**src/hdl/mitc_defines.vh**
```
`ifndef MITC_DEFINES_VH
`define MITC_DEFINES_VH
// Instruction cycle length in system clocks
`define MITC_CLKS_PER_CYCLE 4
`define MITC_PHASE_LAST 2'h3
// Program counter width and reset value, stack depth, reset byte
`define MITC_PC_W 10
`define MITC_PC_RESET 10'h000
`define MITC_STACK_DEPTH 4
`define MITC_RESET_BYTE 8'h00
// Operation class codes (op field of decoded instruction)
`define MITC_OP_NOP 5'h00
`define MITC_OP_ADD 5'h01
`define MITC_OP_ADC 5'h02
`define MITC_OP_SUB 5'h03
`define MITC_OP_SBC 5'h04
`define MITC_OP_AND 5'h05
`define MITC_OP_OR 5'h06
`define MITC_OP_XOR 5'h07
`define MITC_OP_COMPL 5'h08
`define MITC_OP_INC 5'h09
`define MITC_OP_DEC 5'h0a
`define MITC_OP_ROT_R 5'h0b
`define MITC_OP_ROT_L 5'h0c
`define MITC_OP_ROT_RC 5'h0d
`define MITC_OP_ROT_LC 5'h0e
`define MITC_OP_MOVA 5'h0f
`define MITC_OP_MOVM 5'h10
`define MITC_OP_BCLR 5'h11
`define MITC_OP_BSET 5'h12
`define MITC_OP_SZ 5'h13
`define MITC_OP_SZB 5'h14
`define MITC_OP_SNZB 5'h15
`define MITC_OP_SIZ 5'h16
`define MITC_OP_SDZ 5'h17
`define MITC_OP_JUMP 5'h18
`define MITC_OP_CALL 5'h19
`define MITC_OP_RETURN 5'h1a
`define MITC_OP_IRETURN 5'h1b
`define MITC_OP_TABRD 5'h1c
`define MITC_OP_HALT 5'h1d
// Instruction word fields: [15:11] op, [10] imm, [9] toAcc, [8] bit/addr msb region
`define MITC_INSTR_W 16
`define MITC_F_OP_HI 15
`define MITC_F_OP_LO 11
`define MITC_F_IMM 10
`define MITC_F_TOACC 9
// Data memory address of the program counter low byte
`define MITC_PC_LOW_ADDR 8'h06
`endif

```
**src/hdl/mitc_phase_gen.v**
```verilog
`timescale 1ns/1ps
`default_nettype none
`include "mitc_defines.vh"
module mitc_phase_gen (
  // Clock and reset
  input wire core_clk,
  input wire rst,
  // Phase outputs
  output wire [1:0] phase,
  output wire cycleEnd
);
  reg [1:0] phase_r;
  // Divide system clock by four
  always @(posedge core_clk) begin
    if (rst) begin
      phase_r <= 2'h0;
    end else begin
      phase_r <= phase_r + 2'h1; // [RQ2]
    end
  end
  assign phase = phase_r;
  assign cycleEnd = (phase_r == `MITC_PHASE_LAST); // [RQ2]
endmodule
`default_nettype wire

```
**src/hdl/mitc_core.v**
```verilog
// Functional notes
// [RQ1] Most instructions take one cycle; jump, call, return, table read take two.
// [RQ2] One instruction cycle equals four system clocks.
// [RQ3] Writing the program counter low byte adds one cycle.
// [RQ4] Taken skip adds one cycle; untaken skip takes one.
// [RQ5] Logical operations set zero flag when result is zero.
// [RQ6] Rotates shift one bit; through-carry variants move out bit to carry.
// [RQ7] Bit set and clear change only the addressed bit.
// [RQ8] Return resumes after the call; jump saves no return point.
// [RQ9] Increment and decrement change value by one, to memory or accumulator.
// [RQ10] Conditional tests a byte or bit then proceeds or skips.
// [RQ11] Add reports carry above 255; subtract reports borrow below zero.
// [RQ12] Moves: memory to accumulator, accumulator to memory, immediate to accumulator.
// [RQ13] Table read fetches fixed data from program memory.
// [RQ14] Halt instruction enters power-down.
// [RQ15] Two-cycle instructions discard the prefetch and refetch from new address; table read keeps the prefetched word instead.
`timescale 1ns/1ps
`default_nettype none
`include "mitc_defines.vh"
module mitc_core (
  // Clock and reset
  input wire core_clk,
  input wire rst,
  // Program memory
  output reg [9:0] progAddr,
  input wire [15:0] progData,
  // Data memory
  output reg [7:0] dataAddr,
  input wire [7:0] dataRdata,
  output reg [7:0] dataWdata,
  output reg dataWe,
  // Table pointer and status
  input wire [9:0] tablePtr,
  output reg [7:0] tableHigh,
  output reg [7:0] acc,
  output reg zeroFlag,
  output reg carryFlag,
  output reg powerDown,
  output reg retiSeen,
  output wire cycleEnd
);
  // Pipeline and program counter state
  reg [9:0] pc_r;
  reg [15:0] instr_r;
  reg instrValid_r;
  reg flushLeft_r;
  reg tableLoad_r;
  reg [9:0] stack_r [0:3];
  reg [1:0] sp_r;
  reg [7:0] wrAddr_r;
  wire [1:0] phase;
  // Decoded fields
  wire [4:0] op = instr_r[`MITC_F_OP_HI:`MITC_F_OP_LO];
  wire useImm = instr_r[`MITC_F_IMM];
  wire toAcc = instr_r[`MITC_F_TOACC];
  wire [7:0] mAddr = instr_r[7:0];
  wire [2:0] bitSel = instr_r[10:8];
  wire [9:0] target = instr_r[9:0];
  wire [7:0] operand = useImm ? instr_r[7:0] : dataRdata;
  // Execution results
  reg [7:0] result;
  reg [8:0] wide;
  reg wrMem, wrAcc, setZ, setC, newC, doSkip, doBranch, doCall, doRet;
  reg [9:0] branchPc;

  mitc_phase_gen u_phase (
    .core_clk(core_clk),
    .rst(rst),
    .phase(phase),
    .cycleEnd(cycleEnd)
  );

  // Single bit mask, used by set, clear and bit tests
  function [7:0] bitMask;
    input [2:0] sel;
    begin
      bitMask = 8'h01 << sel;
    end
  endfunction

  // Zero test on a byte
  function isZero;
    input [7:0] v;
    begin
      isZero = (v == 8'h00);
    end
  endfunction

  // Data memory address follows the executing instruction, except in the write clock
  // The write lands after instr_r has moved on, so its address is held apart
  always @* begin
    dataAddr = dataWe ? wrAddr_r : mAddr; // [RQ7]
    progAddr = tableLoad_r ? tablePtr : pc_r; // [RQ13]
  end

  // Execute stage decode
  always @* begin
    result = 8'h00;
    wide = 9'h000;
    wrMem = 1'b0;
    wrAcc = 1'b0;
    setZ = 1'b0;
    setC = 1'b0;
    newC = carryFlag;
    doSkip = 1'b0;
    doBranch = 1'b0;
    doCall = 1'b0;
    doRet = 1'b0;
    branchPc = target;
    case (op)
      `MITC_OP_ADD, `MITC_OP_ADC: begin
        wide = {1'b0, acc} + {1'b0, operand} + {8'h00, (op == `MITC_OP_ADC) & carryFlag};
        result = wide[7:0];
        setC = 1'b1;
        newC = wide[8]; // [RQ11]
        setZ = 1'b1;
      end
      `MITC_OP_SUB, `MITC_OP_SBC: begin
        wide = {1'b0, acc} - {1'b0, operand} - {8'h00, (op == `MITC_OP_SBC) & ~carryFlag};
        result = wide[7:0];
        setC = 1'b1;
        newC = ~wide[8]; // [RQ11] carry clear means borrow
        setZ = 1'b1;
      end
      `MITC_OP_AND: begin
        result = acc & operand;
        setZ = 1'b1; // [RQ5]
      end
      `MITC_OP_OR: begin
        result = acc | operand;
        setZ = 1'b1; // [RQ5]
      end
      `MITC_OP_XOR: begin
        result = acc ^ operand;
        setZ = 1'b1; // [RQ5]
      end
      `MITC_OP_COMPL: begin
        result = ~dataRdata;
        setZ = 1'b1; // [RQ5]
      end
      `MITC_OP_INC: begin
        result = dataRdata + 8'h01; // [RQ9]
        setZ = 1'b1;
      end
      `MITC_OP_DEC: begin
        result = dataRdata - 8'h01; // [RQ9]
        setZ = 1'b1;
      end
      `MITC_OP_ROT_R: result = {dataRdata[0], dataRdata[7:1]}; // [RQ6]
      `MITC_OP_ROT_L: result = {dataRdata[6:0], dataRdata[7]}; // [RQ6]
      `MITC_OP_ROT_RC: begin
        result = {carryFlag, dataRdata[7:1]};
        setC = 1'b1;
        newC = dataRdata[0]; // [RQ6]
      end
      `MITC_OP_ROT_LC: begin
        result = {dataRdata[6:0], carryFlag};
        setC = 1'b1;
        newC = dataRdata[7]; // [RQ6]
      end
      `MITC_OP_MOVA: result = operand; // [RQ12]
      `MITC_OP_MOVM: result = acc; // [RQ12]
      `MITC_OP_BCLR: result = dataRdata & ~bitMask(bitSel); // [RQ7]
      `MITC_OP_BSET: result = dataRdata | bitMask(bitSel); // [RQ7]
      `MITC_OP_SZ: begin
        result = dataRdata;
        doSkip = isZero(dataRdata); // [RQ10]
      end
      `MITC_OP_SZB: doSkip = isZero(dataRdata & bitMask(bitSel)); // [RQ10]
      `MITC_OP_SNZB: doSkip = ~isZero(dataRdata & bitMask(bitSel)); // [RQ10]
      `MITC_OP_SIZ: begin
        result = dataRdata + 8'h01; // [RQ9]
        doSkip = isZero(result); // [RQ10]
      end
      `MITC_OP_SDZ: begin
        result = dataRdata - 8'h01; // [RQ9]
        doSkip = isZero(result); // [RQ10]
      end
      `MITC_OP_JUMP: doBranch = 1'b1; // [RQ8] no stack push
      `MITC_OP_CALL: begin
        doBranch = 1'b1;
        doCall = 1'b1;
      end
      `MITC_OP_RETURN, `MITC_OP_IRETURN: begin
        doBranch = 1'b1;
        doRet = 1'b1;
        branchPc = stack_r[sp_r - 2'h1]; // [RQ8]
      end
      default: result = 8'h00;
    endcase
    // Destination select: accumulator forms versus memory forms
    case (op)
      `MITC_OP_ADD, `MITC_OP_ADC, `MITC_OP_SUB, `MITC_OP_SBC, `MITC_OP_AND, `MITC_OP_OR,
      `MITC_OP_XOR, `MITC_OP_MOVA: begin
        wrAcc = ~toAcc | useImm;
        wrMem = toAcc & ~useImm;
      end
      `MITC_OP_COMPL, `MITC_OP_INC, `MITC_OP_DEC, `MITC_OP_ROT_R, `MITC_OP_ROT_L, `MITC_OP_ROT_RC,
      `MITC_OP_ROT_LC, `MITC_OP_SZ, `MITC_OP_SIZ, `MITC_OP_SDZ: begin
        wrAcc = toAcc; // [RQ9]
        wrMem = ~toAcc & (op != `MITC_OP_SZ);
      end
      `MITC_OP_MOVM, `MITC_OP_BCLR, `MITC_OP_BSET: wrMem = 1'b1;
      default: wrMem = 1'b0;
    endcase
    // Low byte of program counter written: behaves as a jump
    if (wrMem && mAddr == `MITC_PC_LOW_ADDR) begin
      doBranch = 1'b1; // [RQ3]
      branchPc = {pc_r[9:8], result};
    end
  end

  // Datapath, flags, program counter and stack, advanced once per instruction cycle
  always @(posedge core_clk) begin
    if (rst) begin
      pc_r <= `MITC_PC_RESET;
      instr_r <= 16'h0000;
      instrValid_r <= 1'b0;
      flushLeft_r <= 1'b0;
      tableLoad_r <= 1'b0;
      sp_r <= 2'h0;
      wrAddr_r <= `MITC_RESET_BYTE;
      acc <= `MITC_RESET_BYTE;
      zeroFlag <= 1'b0;
      carryFlag <= 1'b0;
      powerDown <= 1'b0;
      retiSeen <= 1'b0;
      tableHigh <= `MITC_RESET_BYTE;
      dataWdata <= `MITC_RESET_BYTE;
      dataWe <= 1'b0;
    end else begin
      dataWe <= 1'b0;
      retiSeen <= 1'b0;
      if (cycleEnd && !powerDown) begin
        if (tableLoad_r) begin
          // Second cycle of table read: latch the table word
          tableHigh <= progData[15:8];
          acc <= progData[7:0]; // [RQ13]
          tableLoad_r <= 1'b0;
          // Prefetched word kept valid so the table read costs only two cycles
          pc_r <= pc_r + 10'h001; // [RQ1]
        end else if (flushLeft_r) begin
          // Extra cycle: prefetched word dropped, refetch at new pc
          flushLeft_r <= 1'b0; // [RQ1] [RQ15]
          instr_r <= progData;
          instrValid_r <= 1'b1;
          pc_r <= pc_r + 10'h001;
        end else begin
          instr_r <= progData;
          instrValid_r <= 1'b1;
          pc_r <= pc_r + 10'h001;
          if (instrValid_r) begin
            if (wrAcc) acc <= result;
            if (wrMem) begin
              dataWdata <= result; // [RQ7]
              wrAddr_r <= mAddr;
              dataWe <= 1'b1;
            end
            if (setZ) zeroFlag <= isZero(result); // [RQ5]
            if (setC) carryFlag <= newC;
            if (op == `MITC_OP_HALT) begin
              powerDown <= 1'b1; // [RQ14]
              instrValid_r <= 1'b0;
            end
            if (op == `MITC_OP_IRETURN) retiSeen <= 1'b1;
            if (op == `MITC_OP_TABRD) begin
              tableLoad_r <= 1'b1; // [RQ1] [RQ13]
              pc_r <= pc_r;
            end
            if (doCall) begin
              stack_r[sp_r] <= pc_r; // [RQ8] pc already points past the call
              sp_r <= sp_r + 2'h1;
            end
            if (doRet) sp_r <= sp_r - 2'h1; // [RQ8]
            if (doBranch) begin
              pc_r <= branchPc; // [RQ1] [RQ3] [RQ15]
              flushLeft_r <= 1'b1;
              instrValid_r <= 1'b0;
            end
            if (doSkip) begin
              flushLeft_r <= 1'b1; // [RQ4] [RQ15]
              instrValid_r <= 1'b0;
            end
          end
        end
      end
    end
  end
endmodule
`default_nettype wire

```
**config.mk**
```make
export PLATFORM = sky130hd
export DESIGN_NAME = mitc_core
export DESIGN_NICKNAME = d
export VERILOG_FILES = /design/src/hdl/mitc_phase_gen.v /design/src/hdl/mitc_core.v
export VERILOG_INCLUDE_DIRS = /design/src /design/src/hdl
export SDC_FILE = /design/constraint.sdc
export NUM_CORES = 1
export LEC_CHECK = 0
export ABC_CLOCK_PERIOD_IN_PS = 3500
export BUFFER_PORTS_ARGS = -buffer_cell sky130_fd_sc_hd__buf_2
export CAP_MARGIN = 20
export CORE_MARGIN = 2
export CORE_UTILIZATION = 50
export DETAILED_ROUTE_END_ITERATION = 7
export PLACE_DENSITY_LB_ADDON = 0.05
export SLEW_MARGIN = 20
export SYNTH_ARGS = -nofsm -noshare
export SYNTH_HDL_FRONTEND = slang
export SYNTH_SLANG_ARGS = --single-unit
```
**constraint.sdc**
```tcl
create_clock -name core_clk -period 3.5 [get_ports core_clk]
set_input_delay 0.7 -clock core_clk [delete_from_list [all_inputs] [get_ports core_clk]]
set_output_delay 0.7 -clock core_clk [all_outputs]
set_load 0.05 [all_outputs]
```
# After elaboration in Yosys (flattened, before gate mapping)
# Memories as Yosys holds them, arrays and structs flattened.
# Index checks and enable logic that the tools add are counted.
dict set report totals {
  ram_bits 40
  mem_count 1
  rom_bits 0
  latchBits 0
  input_bits 36
  ff_bits 70
}
dict set report classes {
  div_mod_pow 0
  n_reduce_logical 34
  n_eq_ne 35
  mux 49
  order_cmp 0
  n_mul 0
  shifts 1
  addsub 10
  bitwise_logic 22
}
# name words width rd rd_ports_with_merged_regs wr line
set mem_list {}
lappend mem_list {stack_r 4 10 1 0 1 mitc_core.v:48} ;# reg [9:0] stack_r [0:3];
# cell count
set op_table {}
lappend op_table {{$pmux W8 S17} 1}
lappend op_table {{$mux W10} 8}
lappend op_table {{$eq A5 B5 Y1 const B} 14}
lappend op_table {{$mux W8} 6}
lappend op_table {{$eq A5 B4 Y1 const B} 8}
lappend op_table {{$logic_not A8 Y1} 5}
lappend op_table {{$mux W1} 28}
lappend op_table {{$and A8 B8 Y8} 3}
lappend op_table {{$eq A5 B3 Y1 const B} 4}
lappend op_table {{$reduce_and A5 Y1} 4}
lappend op_table {{$reduce_or A10 Y1} 2}
lappend op_table {{$not A8 Y8} 2}
lappend op_table {{$or A8 B8 Y8} 2}
lappend op_table {{$ne A5 B5 Y1 const B} 3}
lappend op_table {{$add A10 B1 Y10 const B} 1}
lappend op_table {{$eq A5 B2 Y1 const B} 2}
lappend op_table {{$reduce_or A2 Y1} 5}
lappend op_table {{$add A8 B8 Y9} 1}
lappend op_table {{$add A9 B1 Y9} 1}
lappend op_table {{$not A1 Y1} 9}
lappend op_table {{$sub A8 B8 Y9} 1}
lappend op_table {{$sub A9 B1 Y9} 1}
lappend op_table {{$add A8 B1 Y8 const B} 1}
lappend op_table {{$eq A8 B3 Y1 const B} 1}
lappend op_table {{other kinds (28)} 38}

# Longest topological paths before layout
# Gate-level depths: netlist (run 1).
dict set report logic_depth {
  depth_word 9
  depth_mapped 15
  depth_no_buf 13
}

# Modules after synthesis
# A second synthesis (run 1) with hierarchy kept.
dict set report hier_totals {
  hier_cells 886
  area_unflattened_um2 7726.2
}
# module n_inst area_each_um2 cells_per_inst seq_area_each_um2
set modules_own_cells {}
lappend modules_own_cells {mitc_core 1 7663.6 881 2562.5}
lappend modules_own_cells {mitc_phase_gen 1 62.6 5 40.0}

# Worst setup path after synthesis (run 1)
# Ideal clock, no wire load.
dict set report synth_timing {
  kind {register to register}
  from {reg instr_r[15]}
  to {reg acc[5]}
  arrival_ps 3372
  path_buffers 3
  period_less_slack_ps 3488
  path_stages_with_launch 15
  required_ps 3383
  slack_ps 12
  setup_time_ps 117
  cell_sequence {dfxtp_1 -> buf_4 -> buf_6 -> buf_2 -> nor3b_2 -> nand3b_1 -> fa_1 -> ha_1 -> or4_1 -> o221a_1 -> xor2_1 -> a22oi_2 -> nand3_2 -> mux2_2 -> a22o_1}
}
dict set report synth_via {
  elab_chain_len 8
}
# item line
set synth_rtl {}
lappend synth_rtl {{from (decl)} mitc_core.v:44} ;# reg [15:0] instr_r;
lappend synth_rtl {{from (signal assigned)} mitc_core.v:245} ;# instr_r <= progData;
lappend synth_rtl {{from (signal assigned)} mitc_core.v:249} ;# instr_r <= progData;
lappend synth_rtl {{$eq A5 B3 Y1 or $eq A5 B2 Y1 (tied branches)} {mitc_core.v:110, mitc_core.v:192}}
lappend synth_rtl {{$and A1 B1 Y1, on equally long branches} {mitc_core.v:119, mitc_core.v:112}}
lappend synth_rtl {{$sub A9 B1 Y9 or $add A9 B1 Y9 (tied branches)} {mitc_core.v:119, mitc_core.v:112}}
lappend synth_rtl {{$pmux W8 S17} mitc_core.v:110} ;# case (op)
lappend synth_rtl {{$mux W8} mitc_core.v:253} ;# if (wrAcc) acc <= result;
lappend synth_rtl {{$mux W8} mitc_core.v:252} ;# if (instrValid_r) begin
lappend synth_rtl {{$mux W8} mitc_core.v:242} ;# end else if (flushLeft_r) begin
lappend synth_rtl {{$mux W8} mitc_core.v:235} ;# if (tableLoad_r) begin
lappend synth_rtl {{to (signal assigned)} mitc_core.v:223} ;# acc <= `MITC_RESET_BYTE;
lappend synth_rtl {{to (signal assigned)} mitc_core.v:238} ;# acc <= progData[7:0];
lappend synth_rtl {{to (signal assigned)} mitc_core.v:253}
lappend synth_rtl {{to (decl)} mitc_core.v:35} ;# output reg [7:0] acc,
# Parallel ways exist; a longest one is shown, timed or not. The select of a mux whose other input is x is not followed.
# A chain may end at the register's enable or synchronous reset.

# Worst setup path after layout (run 1)
dict set report layout_timing {
  from {reg instr_r[15]}
  to {reg acc[7]}
}
# The elaborated chain is that of the path after synthesis.

==> flow_summary_export.csv, run 1 <==
group,metric,value,unit
global_routing,grt_max_degree,52,
floorplanning,die_h,130,um
routing,vias,7654,
clock_tree,postCtsHoldBufs,0,
yosys,synth-edff-count,40,
routing,drt-total-wl,28800,um
floorplanning,coreArea,15700,um2
yosys,synth_area,7920,um2
yosys,seq_area_frac_synth,32.9,%
yosys,ys_top_cells_by_area,"dfxtp_1, edfxtp_1, ha_1",
yosys,yosysWarnings,0,
placement,place_area,8880,um2
global_routing,grt_overflow,0,
yosys,synth-seq-cells,110,
finish,seq_area,2610,um2
setup_path,cp-end-kind,"flop",
clock_tree,cts_sinks,110,
yosys,synthTopCellsByCount,"nand2_1, dfxtp_1, nor2_1",
timing,worstMarginPinSlew,0.688,ns
floorplanning,rows,46,
clock_tree,cts_tree,"built",
yosys,syn_avg_cell_area,8.92,um2
timing,fmax,300,MHz
global_routing,antenna_found_initial,0,
power_and_ir_drop,p_leak,0.00370,uW
placement,dp_cells,1204,
power_and_ir_drop,switchingPower,821,uW
floorplanning,initial_core_util,50.6,%
global_routing,grt_pass1_vias,7300,
floorplanning,dieArea,16900,um2
timing,fin_setup_tns,0,ns
finish,area_growth,16.5,%
worst_hold_path,worstHoldStart,"u_phase.phase[0]",
setup_path,reg2reg_slack,0.17,ns
yosys,yosysTopAreaCell,"dfxtp_1",
timing,setup_violations,0,
timing,slew_viol_final,0,
power_and_ir_drop,power.internal,2090,uW
routing,dr.pass1.iters,6,
global_routing,track_usage,34.0,%
floorplanning,ioPinCount,84,
setup_path,reg2reg_from,"instr_r[15]",
routing,first_iter_violations,800,
finish,multi_input_area,4870,um2
worst_hold_path,min_delay_worst_endpoint,"u_phase.phase[0]",
yosys,syn_inst,888,
power_and_ir_drop,sw_frac_of_total,28.2,%
worst_hold_path,hold_path.class,"flop to flop",
timing,hold_violations,0,
clock_tree,htreeDepth,3,
setup_path,r2r-end,"acc[7]",
setup_path,cp.arrival,3.58,ns
status,status,"completed",
timing,max_slew_margin,54.0,%
power_and_ir_drop,power_frac_clock,36.5,%
routing,wire_per_inst,23.6,um
timing,setup_ws,0.166,ns
setup_path,startpoint_type,"flop",
yosys,synth_most_common_cell,"nand2_1",
finish,drive_above_1_share,25.6,%
setup_path,cp.required,3.74,ns
flow_run,max-cap-violations,0,
placement,gp_congestion,1.03,
finish,diodes,0,
yosys,ys.flop_type,"dfxtp_1",
yosys,netlist-cell-type-count,95,
clock_tree,ctsRootBufferMaster,"clkbuf_16",
power_and_ir_drop,power_density,316,nW/um2
timing,skew,0.0118,ns
finish,layout.cells.non_filler,1221,
yosys,yosysTopAreaCellShare,17.7,%
global_routing,grt_pass1_wl,43100,um
power_and_ir_drop,pwr-share-comb,17.3,%
routing,viasPerCell,6.27,
power_and_ir_drop,finalPower,2910,uW
finish,fillCellCount,1428,
yosys,postSynth.asyncResetShare,0,%
setup_path,path_max_fanout,4,
power_and_ir_drop,ir_worst_vdd,0.248,mV
finish,finalInstanceArea,9230,um2
routing,ant_nets,0,
setup_path,path_class,"flop to flop",
setup_path,r2r_cells,11,
placement,io_buffers,83,
worst_hold_path,hold_depth,1,
routing,drc,0,
placement,dp_hpwl,22200,um
clock_tree,clkLatencyLatePin,0.35,ns
timing,period_needed,3.33,ns
clock_tree,path_clk_slew,0.08,ns
yosys,synth_nets,969,
clock_tree,cts-buffers-inserted,9,
placement,place_ws,-0.0903,ns
power_and_ir_drop,seq_power_share,46.2,%
floorplanning,die_w,130,um
clock_tree,cts_buffer_depth,2,
timing,period_share,95.2,%
finish,layout.nets,1081,
-- worst max-delay path, stage by stage, from the launching register on --
cell and delay [ns]:
dfxtp_1 0.37, nor3b_4 0.32, nand3b_1 0.17, fa_2 0.39
ha_1 0.22, or4_1 0.51, o221a_1 0.29, a31oi_2 0.22
xnor2_1 0.14, nand2_1 0.09, and4bb_1 0.21, o41ai_1 0.29
-- cell usage in the layout (no fill, tap or decap), drive strengths merged, types with 8 or more instances in the layout --
master,count
a211oi,9
a21oi,61
and2,11
and3,10
buf,165
clkbuf,9
dfxtp,70
edfxtp,40
ha,41
inv,40
mux2,31
mux2i,15
mux4,11
nand2,98
nand2b,13
nand3,52
nand4,8
nor2,64
nor2b,12
nor3,27
o211ai,9
o21ai,28
xnor2,11
xor2,14
-- routing by layer --
layer | routed length, um | vias up | part of all wire [%] | GRT usage (%)
met1 | 11600 | 3716 | 40 | 43.9
met2 | 13500 | 370 | 47 | 54.3
met3 | 1990 | 87 | 6.9 | 5.49
met5 | 0 | - | 0 | 0
li1 | - | 3481 | - | -
met4 | 1680 | 0 | 5.8 | 19.5
-- flip-flops by register name, indices dropped and copies added (netlist names), 2 cells and up --
register and flops:
tableHigh 8, sp_r 2, dataWdata 8, stack_r 40, acc 8, pc_r 10
u_phase.phase 2, instr_r 16, wrAddr_r 8
-- stage by stage --
stage	hold slack (ns)	util, %
2_1_floorplan	0.399	-
3_3_place_gp	0.407	56.7
3_5_place_dp	0.411	56.7
4_1_cts	0.423	58.7
5_1_grt	0.443	59.0
6_report	0.421	59.0
-- worst max path at each step --
stage            startpoint       to  cells past startpoint
2_1_floorplan   instr_r[15]   acc[5]                     14
3_3_place_gp   dataRdata[0]  pc_r[6]                     13
3_5_place_dp   dataRdata[0]  pc_r[6]                     13
4_1_cts         instr_r[13]   acc[7]                     11
5_1_grt         instr_r[13]   acc[7]                     11
6_report        instr_r[15]   acc[7]                     11
-- what timing repair did --
| action | 4_1_cts | 5_1_grt |
|---|---|---|
| buffers inserted | 0 | 0 |
| setup endpoints to repair | 0 | 12 |
| resized for setup | 0 | 9 |
-- power by group through the flow --
stage / combinational, uW / sequential (uW) / clock (uW)
after floorplan: 301 / 1370 / 0
after global placement: 481 / 1380 / 0
after detailed placement: 483 / 1380 / 0
after CTS: 487 / 1350 / 1080
after global routing: 536 / 1350 / 1120
final: 503 / 1350 / 1060
-- cells by family after synthesis --
logic type | count (synthesis) | share of synthesized area (%)
mux | 57 | 9.43
xor+xnor | 25 | 2.77
compound gates | 202 | 18.7
flops | 110 | 32.9
simple gates | 348 | 22.8
fa+ha+maj | 45 | 7.49
buf+inv | 101 | 6.00
-- cell type report --
type                       instances  area share [%]
tap                              216            2.93
inverter                          37            1.50
clock inverter                     7           0.935
sequential                       110            28.2
timing repair buffer             165            11.2
clock buffer                       9            2.44
multi-input combinational        677            52.8
No activity file was read; power rests on OpenSTA's default activity.
==> run 2, diff against run 1 <==
--- a/config.mk
+++ b/config.mk
@@ -6,10 +6,9 @@
 export SDC_FILE = /design/constraint.sdc
 export NUM_CORES = 1
 export LEC_CHECK = 0
-export ABC_CLOCK_PERIOD_IN_PS = 3500
+export ABC_CLOCK_PERIOD_IN_PS = 3100
 export BUFFER_PORTS_ARGS = -buffer_cell sky130_fd_sc_hd__buf_2
 export CAP_MARGIN = 20
-export CORE_MARGIN = 2
 export CORE_UTILIZATION = 50
 export DETAILED_ROUTE_END_ITERATION = 7
 export PLACE_DENSITY_LB_ADDON = 0.05
==> constraint.sdc (replaced) <==
create_clock -name core_clk -period 3.1 [get_ports core_clk]
set_input_delay 0.62 -clock core_clk [delete_from_list [all_inputs] [get_ports core_clk]]
set_output_delay 0.62 -clock core_clk [all_outputs]
set_load 0.05 [all_outputs]
==> run 2 against run 1 <==
- the run now ends with setup timing left
- hold slack better by 0.0030 ns
- critical path depth up 1
- largest cell class unchanged
- largest power group unchanged
- cell count up 3.0%
- register-to-register slack worse by 0.35 ns
- maximum frequency up 1.6%
- sequential power up 13%
- die area down 3.1%
- combinational power up 36%
- flip-flop and latch count unchanged
==> flow_summary_export.csv, run 2 (same netlist as run 1, synthesis figures left out) <==
group,metric,value,unit
clock_tree,cts_buffer_depth,2,
global_routing,antenna_found_initial,0,
setup_path,cp.required,3.37,ns
worst_hold_path,hold_path.class,"flop to flop",
placement,io_buffers,83,
finish,layout_common_cells,"buf_4, nand2_1, buf_2",
timing,worst_hold_slack,0.424,ns
routing,route.met3.wl,2590,um
timing,setup_ws,-0.183,ns
timing,skew,0.00963,ns
floorplanning,initial_core_util,51.7,%
finish,fillCellCount,1272,
finish,layout.nets,1123,
timing,fmax,305,MHz
floorplanning,ioPinCount,84,
timing,period_share,106,%
timing,max_slew_margin,31.3,%
timing,worstMarginPinSlew,1.03,ns
clock_tree,htreeDepth,3,
setup_path,path_max_fanout,3,
floorplanning,die_h,128,um
floorplanning,coreArea,15300,um2
clock_tree,ctsRootBufferMaster,"clkbuf_16",
power_and_ir_drop,p_leak,0.00400,uW
power_and_ir_drop,ir_worst_vdd,0.408,mV
routing,wl_met1,11400,um
finish,regMostFlops,"stack_r",
floorplanning,dieArea,16300,um2
clock_tree,cts-buffers-inserted,9,
finish,area_growth,25.1,%
routing,wire_per_inst,24.2,um
routing,first_iter_violations,1050,
clock_tree,path_clk_slew,0.08,ns
timing,rsz0062_at_grt,"yes",
setup_path,cp-end-kind,"flop",
clock_tree,cts_tree,"built",
timing,slew_viol_final,0,
finish,finish.utilization,64.7,%
timing,period_needed,3.28,ns
routing,dr.pass1.iters,5,
finish,diodes,0,
floorplanning,rows,45,
finish,reg_top3,"stack_r (40), instr_r (16), pc_r (10)",
routing,met2_length,14200,um
routing,vias,8075,
clock_tree,clkLatencyLatePin,0.35,ns
status,status,"finished with violations",
routing,drc,0,
setup_path,path_class,"flop to flop",
setup_path,startpoint_type,"flop",
setup_path,cp.arrival,3.55,ns
routing,viasPerCell,6.42,
routing,drt-total-wl,30400,um
global_routing,track_usage,37.3,%
finish,layout_commonest_cell,"buf_4",
clock_tree,postCtsHoldBufs,0,
global_routing,grt_overflow,0,
power_and_ir_drop,finalPower,3410,uW
global_routing,grt_pass1_vias,7726,
routing,ant_nets,0,
placement,dp_hpwl,22700,um
timing,setup_violations,13,
timing,hold_violations,0,
global_routing,grt_pass1_wl,45400,um
placement,gp_congestion,1.04,
finish,layout.cells.non_filler,1258,
placement,dp_cells,1236,
finish,largest_register_ffs,40,
global_routing,grt_max_degree,47,
flow_run,max-cap-violations,0,
floorplanning,die_w,128,um
power_and_ir_drop,power_density,344,nW/um2
finish,drive_above_1_share,33.0,%
routing,top_layer,"met4",
clock_tree,cts_sinks,110,
status,violations,"setup timing",
[run 2: changes by cell type in the layout (fill, tap and decap cells not counted), sizes merged]
| cell | previous run | this run |
|---|---|---|
| buf | 165 | 207 |
| clkinv | 2 | 1 |
| inv | 40 | 41 |
[run 2: critical path, stage by stage, from the launching register on]
cell,delay [ns]
dfxtp_4,0.35
buf_6,0.12
nor3b_4,0.29
nand3b_1,0.17
fa_2,0.43
ha_4,0.18
or4_4,0.51
o221a_4,0.27
a31oi_4,0.19
xnor2_2,0.15
nand2_1,0.08
and3b_2,0.26
a211oi_2,0.20
[run 2: power by group]
group	internal, uW	switching (uW)	total [uW]
registers	1500	19.7	1520
clock network	646	563	1210
logic	278	404	682
total	2420	986	3410
[run 2: final cells by class]
cell class / count / area [um2] / area share, %
Tap cell: 211 / 264 / 2.67
Sequential cell: 110 / 2620 / 26.4
Clock inverter: 7 / 86.3 / 0.872
Clock buffer: 9 / 225 / 2.27
Inverter: 37 / 139 / 1.40
Multi-Input combinational cell: 677 / 5180 / 52.3
Timing Repair Buffer: 207 / 1390 / 14.1
[run 2: final timing paths]
path | start | end | slack (ns) | depth (start not counted)
worst max register to register | instr_r[14] | dataWdata[7] | -0.18 | 12
worst max-delay path | instr_r[14] | dataWdata[7] | -0.18 | 12
worst min register to register | u_phase.phase[0] | u_phase.phase[0] | 0.42 | 1
worst min-delay path | u_phase.phase[0] | u_phase.phase[0] | 0.42 | 1
[run 2: stage by stage]
stage | TNS [ns] | worst slack (ns) | cell area (um2)
after global routing | -2.30 | -0.244 | 9910
after floorplan | -0.765 | -0.245 | 7970
final | -1.29 | -0.183 | 9910
after CTS | -0.821 | -0.131 | 9610
after detailed placement | -4.86 | -0.389 | 9190
after global placement | -3.62 | -0.338 | 9190
[run 2: repair_timing]
item                       4_1_cts  5_1_grt
setup endpoints to repair       24       27
resized for setup               23       54
pin swaps                        9       30
setup buffers                    0        8
[run 2: layer usage]
metal	vias up	track usage, %
met2	536	60.5
met3	133	5.30
met4	0	25.5
met1	3828	46.1
met5	-	0
li1	3578	-
==> run 3, diff against run 2 <==
--- a/config.mk
+++ b/config.mk
@@ -6,9 +6,10 @@
 export SDC_FILE = /design/constraint.sdc
 export NUM_CORES = 1
 export LEC_CHECK = 0
-export ABC_CLOCK_PERIOD_IN_PS = 3100
+export ABC_AREA = 1
+export ABC_CLOCK_PERIOD_IN_PS = 3800
 export BUFFER_PORTS_ARGS = -buffer_cell sky130_fd_sc_hd__buf_2
-export CAP_MARGIN = 20
+export CAP_MARGIN = 30
 export CORE_UTILIZATION = 50
 export DETAILED_ROUTE_END_ITERATION = 7
 export PLACE_DENSITY_LB_ADDON = 0.05
==> constraint.sdc (replaced) <==
create_clock -name core_clk -period 3.8 [get_ports core_clk]
set_input_delay 0.76 -clock core_clk [delete_from_list [all_inputs] [get_ports core_clk]]
set_output_delay 0.76 -clock core_clk [all_outputs]
set_load 0.05 [all_outputs]
==> run 3 against run 2 <==
- the flow now finishes without violations
- clock power decreased by 24%
- core utilization is 6.1 points lower
- design area fell by 13%
- critical path depth grew 3
- global-route usage is 1.3 points lower
- largest cell class unchanged
- sequential power fell by 17%
- critical endpoint is now pc_r[2]
- first-iteration DRC count decreased by 1.0%
- largest power group unchanged
==> flow_summary_export.csv, run 3 <==
group,metric,value,unit
status,status,"completed",
timing,skew,0.0111,ns
finish,finish.utilization,58.6,%
finish,layout_common_cells,"nand2_1, nor2_1, o21ai_0",
yosys,yosysTopAreaCell,"dfxtp_1",
yosys,synth-seq-cells,110,
yosys,syn_inst,1141,
yosys,seq_area_frac_synth,34.0,%
setup_path,path_buf_inv,4,
finish,layout.cells.non_filler,1418,
yosys,synth_most_common_cell,"nand2_1",
placement,io_buffers,83,
yosys,synth_top_family_by_area,"simple AND/OR/NAND/NOR gates",
setup_path,cp.required,4.05,ns
finish,diodes,0,
yosys,yosysWarnings,0,
global_routing,track_usage,36.0,%
power_and_ir_drop,sw_frac_of_total,31.5,%
clock_tree,cts-buffers-inserted,9,
yosys,yosysTopAreaCellShare,18.3,%
global_routing,grt_pass1_vias,7408,
yosys,netlist-cell-type-count,42,
power_and_ir_drop,seq_power_share,46.8,%
yosys,synthAdderAreaFrac,7.74,%
finish,fillCellCount,1487,
yosys,synth_mux_area_share,0.261,%
finish,largest_register_ffs,40,
power_and_ir_drop,power_frac_clock,34.0,%
timing,slew_viol_final,0,
routing,vias,8277,
routing,drc,0,
setup_path,path_max_fanout,10,
floorplanning,initial_core_util,51.9,%
finish,area_growth,12.9,%
power_and_ir_drop,switchingPower,847,uW
power_and_ir_drop,power.internal,1840,uW
yosys,ys_top_cells_by_area,"dfxtp_1, edfxtp_1, nand2_1",
clock_tree,clkLatencyLatePin,0.36,ns
timing,fin_setup_tns,0,ns
timing,rsz0062_at_grt,"no",
setup_path,r2r_cells,15,
setup_path,cp_cell_sequence,"buf_4 > o21a_1 > inv_1 > fa_1 > fa_1 > nand2_1 > inv_1 > o21ai_0 > nand2_1 > nor2_1 > nand3_1 > o21ai_0 > o211ai_1 > nand2_1 > inv_1",
power_and_ir_drop,p_leak,0.00402,uW
finish,layout_commonest_cell,"nand2_1",
yosys,synthSimpleGateAreaFrac,30.6,%
setup_path,cp.depth,15,
global_routing,antenna_found_initial,0,
clock_tree,path_clk_slew,0.08,ns
timing,worstMarginPinSlew,0.801,ns
routing,first_iter_violations,1039,
routing,wire_per_inst,19.7,um
yosys,synth-edff-count,40,
routing,viasPerCell,5.84,
floorplanning,coreArea,14800,um2
floorplanning,dieArea,15800,um2
setup_path,path_class,"flop to flop",
clock_tree,htreeDepth,3,
placement,dp_cells,1402,
floorplanning,ioPinCount,84,
clock_tree,ctsRootBufferMaster,"clkbuf_16",
clock_tree,cts_sinks,110,
yosys,postSynth.asyncResetShare,0,%
finish,regMostFlops,"stack_r",
finish,layout.nets,1310,
yosys,ys.flop_type,"dfxtp_1",
floorplanning,die_h,126,um
yosys,synth_area,7660,um2
timing,period_share,88.4,%
setup_path,cp-end-kind,"flop",
timing,hold_violations,0,
power_and_ir_drop,power_density,311,nW/um2
power_and_ir_drop,ir_worst_vdd,0.251,mV
timing,period_needed,3.36,ns
flow_run,max-cap-violations,0,
floorplanning,rows,44,
setup_path,startpoint_type,"flop",
yosys,synthTopCellsByCount,"nand2_1, nor2_1, o21ai_0",
placement,dp_hpwl,21800,um
floorplanning,die_w,126,um
clock_tree,cts_resized,0,
finish,drive_above_1_share,12.7,%
yosys,synth_compound_area_share,17.1,%
setup_path,cp_slowest_stage_delay,0.49,ns
clock_tree,cts_buffer_depth,2,
timing,max_slew_margin,46.4,%
yosys,synth_xor_area_share,1.49,%
clock_tree,cts_tree,"built",
routing,drt-total-wl,28000,um
timing,setup_violations,0,
setup_path,cp.arrival,3.61,ns
power_and_ir_drop,pwr-share-comb,19.3,%
yosys,syn_avg_cell_area,6.71,um2
yosys,synth_nets,1222,
setup_path,worst_path_max_delay_cell,"dfxtp_1",
placement,gp_congestion,1.04,
global_routing,grt_overflow,0,
routing,dr.pass1.iters,5,
routing,ant_nets,0,
setup_path,crit_family,"adder cells",
global_routing,grt_max_degree,50,
worst_hold_path,hold_path.class,"flop to flop",
timing,fmax,298,MHz
clock_tree,postCtsSetupBuffers,0,
worst_hold_path,hold_depth,1,
clock_tree,postCtsHoldBufs,0,
global_routing,grt_pass1_wl,42900,um
finish,reg_top3,"stack_r (40), instr_r (16), pc_r (10)",
==> run 3: cell types whose count changed in the layout (fill, tap and decap cells not counted), moves of 25 or more <==
cell and change:
o21ai_0 +110, inv_1 +94, nor2_1 +70, mux2_2 -29, nand3_1 +32, nand2_1 +190
buf_4 -84, a21oi_1 +25
==> run 3: worst register-to-register path, delay by kind of cell, from the launching register on <==
| kind | cells | cell delay [ns] |
|---|---|---|
| and+or+nand+nor | 5 | 0.53 |
| buffers and inverters | 4 | 0.43 |
| AOI/OAI and AO/OA | 4 | 0.90 |
| DFF | 1 | 0.49 |
| adders and majority gates | 2 | 0.91 |
==> run 3: cells by family (layout without fill, tap and decap cells) <==
| kind of cell | count (synthesis) | after routing |
|---|---|---|
| buffers and inverters | 171 | 264 |
| adder cells (fa/ha/maj) | 45 | 45 |
| AND/OR/NAND/NOR | 553 | 553 |
| multiplexers | 2 | 2 |
| AO/OA/AOI/OAI | 247 | 247 |
| XOR/XNOR | 13 | 13 |
| flip-flops | 110 | 110 |
==> run 3: final cells by class <==
type                    instances  area [um2]  share of cell area [%]
clock inverters                 7        58.8                   0.680
repair buffers                113         641                    7.41
inverters                     135         507                    5.86
flip-flops and latches        110        2600                    30.1
multi-input cells             860        4380                    50.7
well taps                     184         230                    2.66
clock buffers                   9         225                    2.60
==> run 3: metal layers <==
metal	wire length (um)	track usage, %
met2	11100	48.9
met4	522	8.65
met3	3610	11.4
met5	0	0
met1	12800	54.4
==> run 3: power groups by stage <==
stage / registers (uW) / logic (uW) / clock network [uW]
6_report: 1260 / 518 / 914
5_1_grt: 1260 / 568 / 974
4_1_cts: 1260 / 503 / 928
3_5_place_dp: 1280 / 499 / 0
3_3_place_gp: 1280 / 499 / 0
2_1_floorplan: 1280 / 332 / 0
==> run 3: final timing paths <==
kind | end | slack [ns] | start
hold reg to reg | u_phase.phase[0] | 0.42 | u_phase.phase[0]
setup / recovery | pc_r[2] | 0.44 | instr_r[10]
setup reg to reg | pc_r[2] | 0.44 | instr_r[10]
hold / removal | u_phase.phase[0] | 0.42 | u_phase.phase[0]
==> run 3: stage by stage <==
stage / hold slack (ns) / instance area [um2] / total power [uW] / worst slack [ns]
finish: 0.423 / 8650 / 2690 / 0.442
global route: 0.445 / 8650 / 2800 / 0.270
CTS: 0.431 / 8650 / 2690 / 0.538
detailed placement: 0.421 / 8360 / 1780 / 0.280
global placement: 0.416 / 8360 / 1780 / 0.360
floorplan: 0.399 / 7660 / 1610 / 0.865
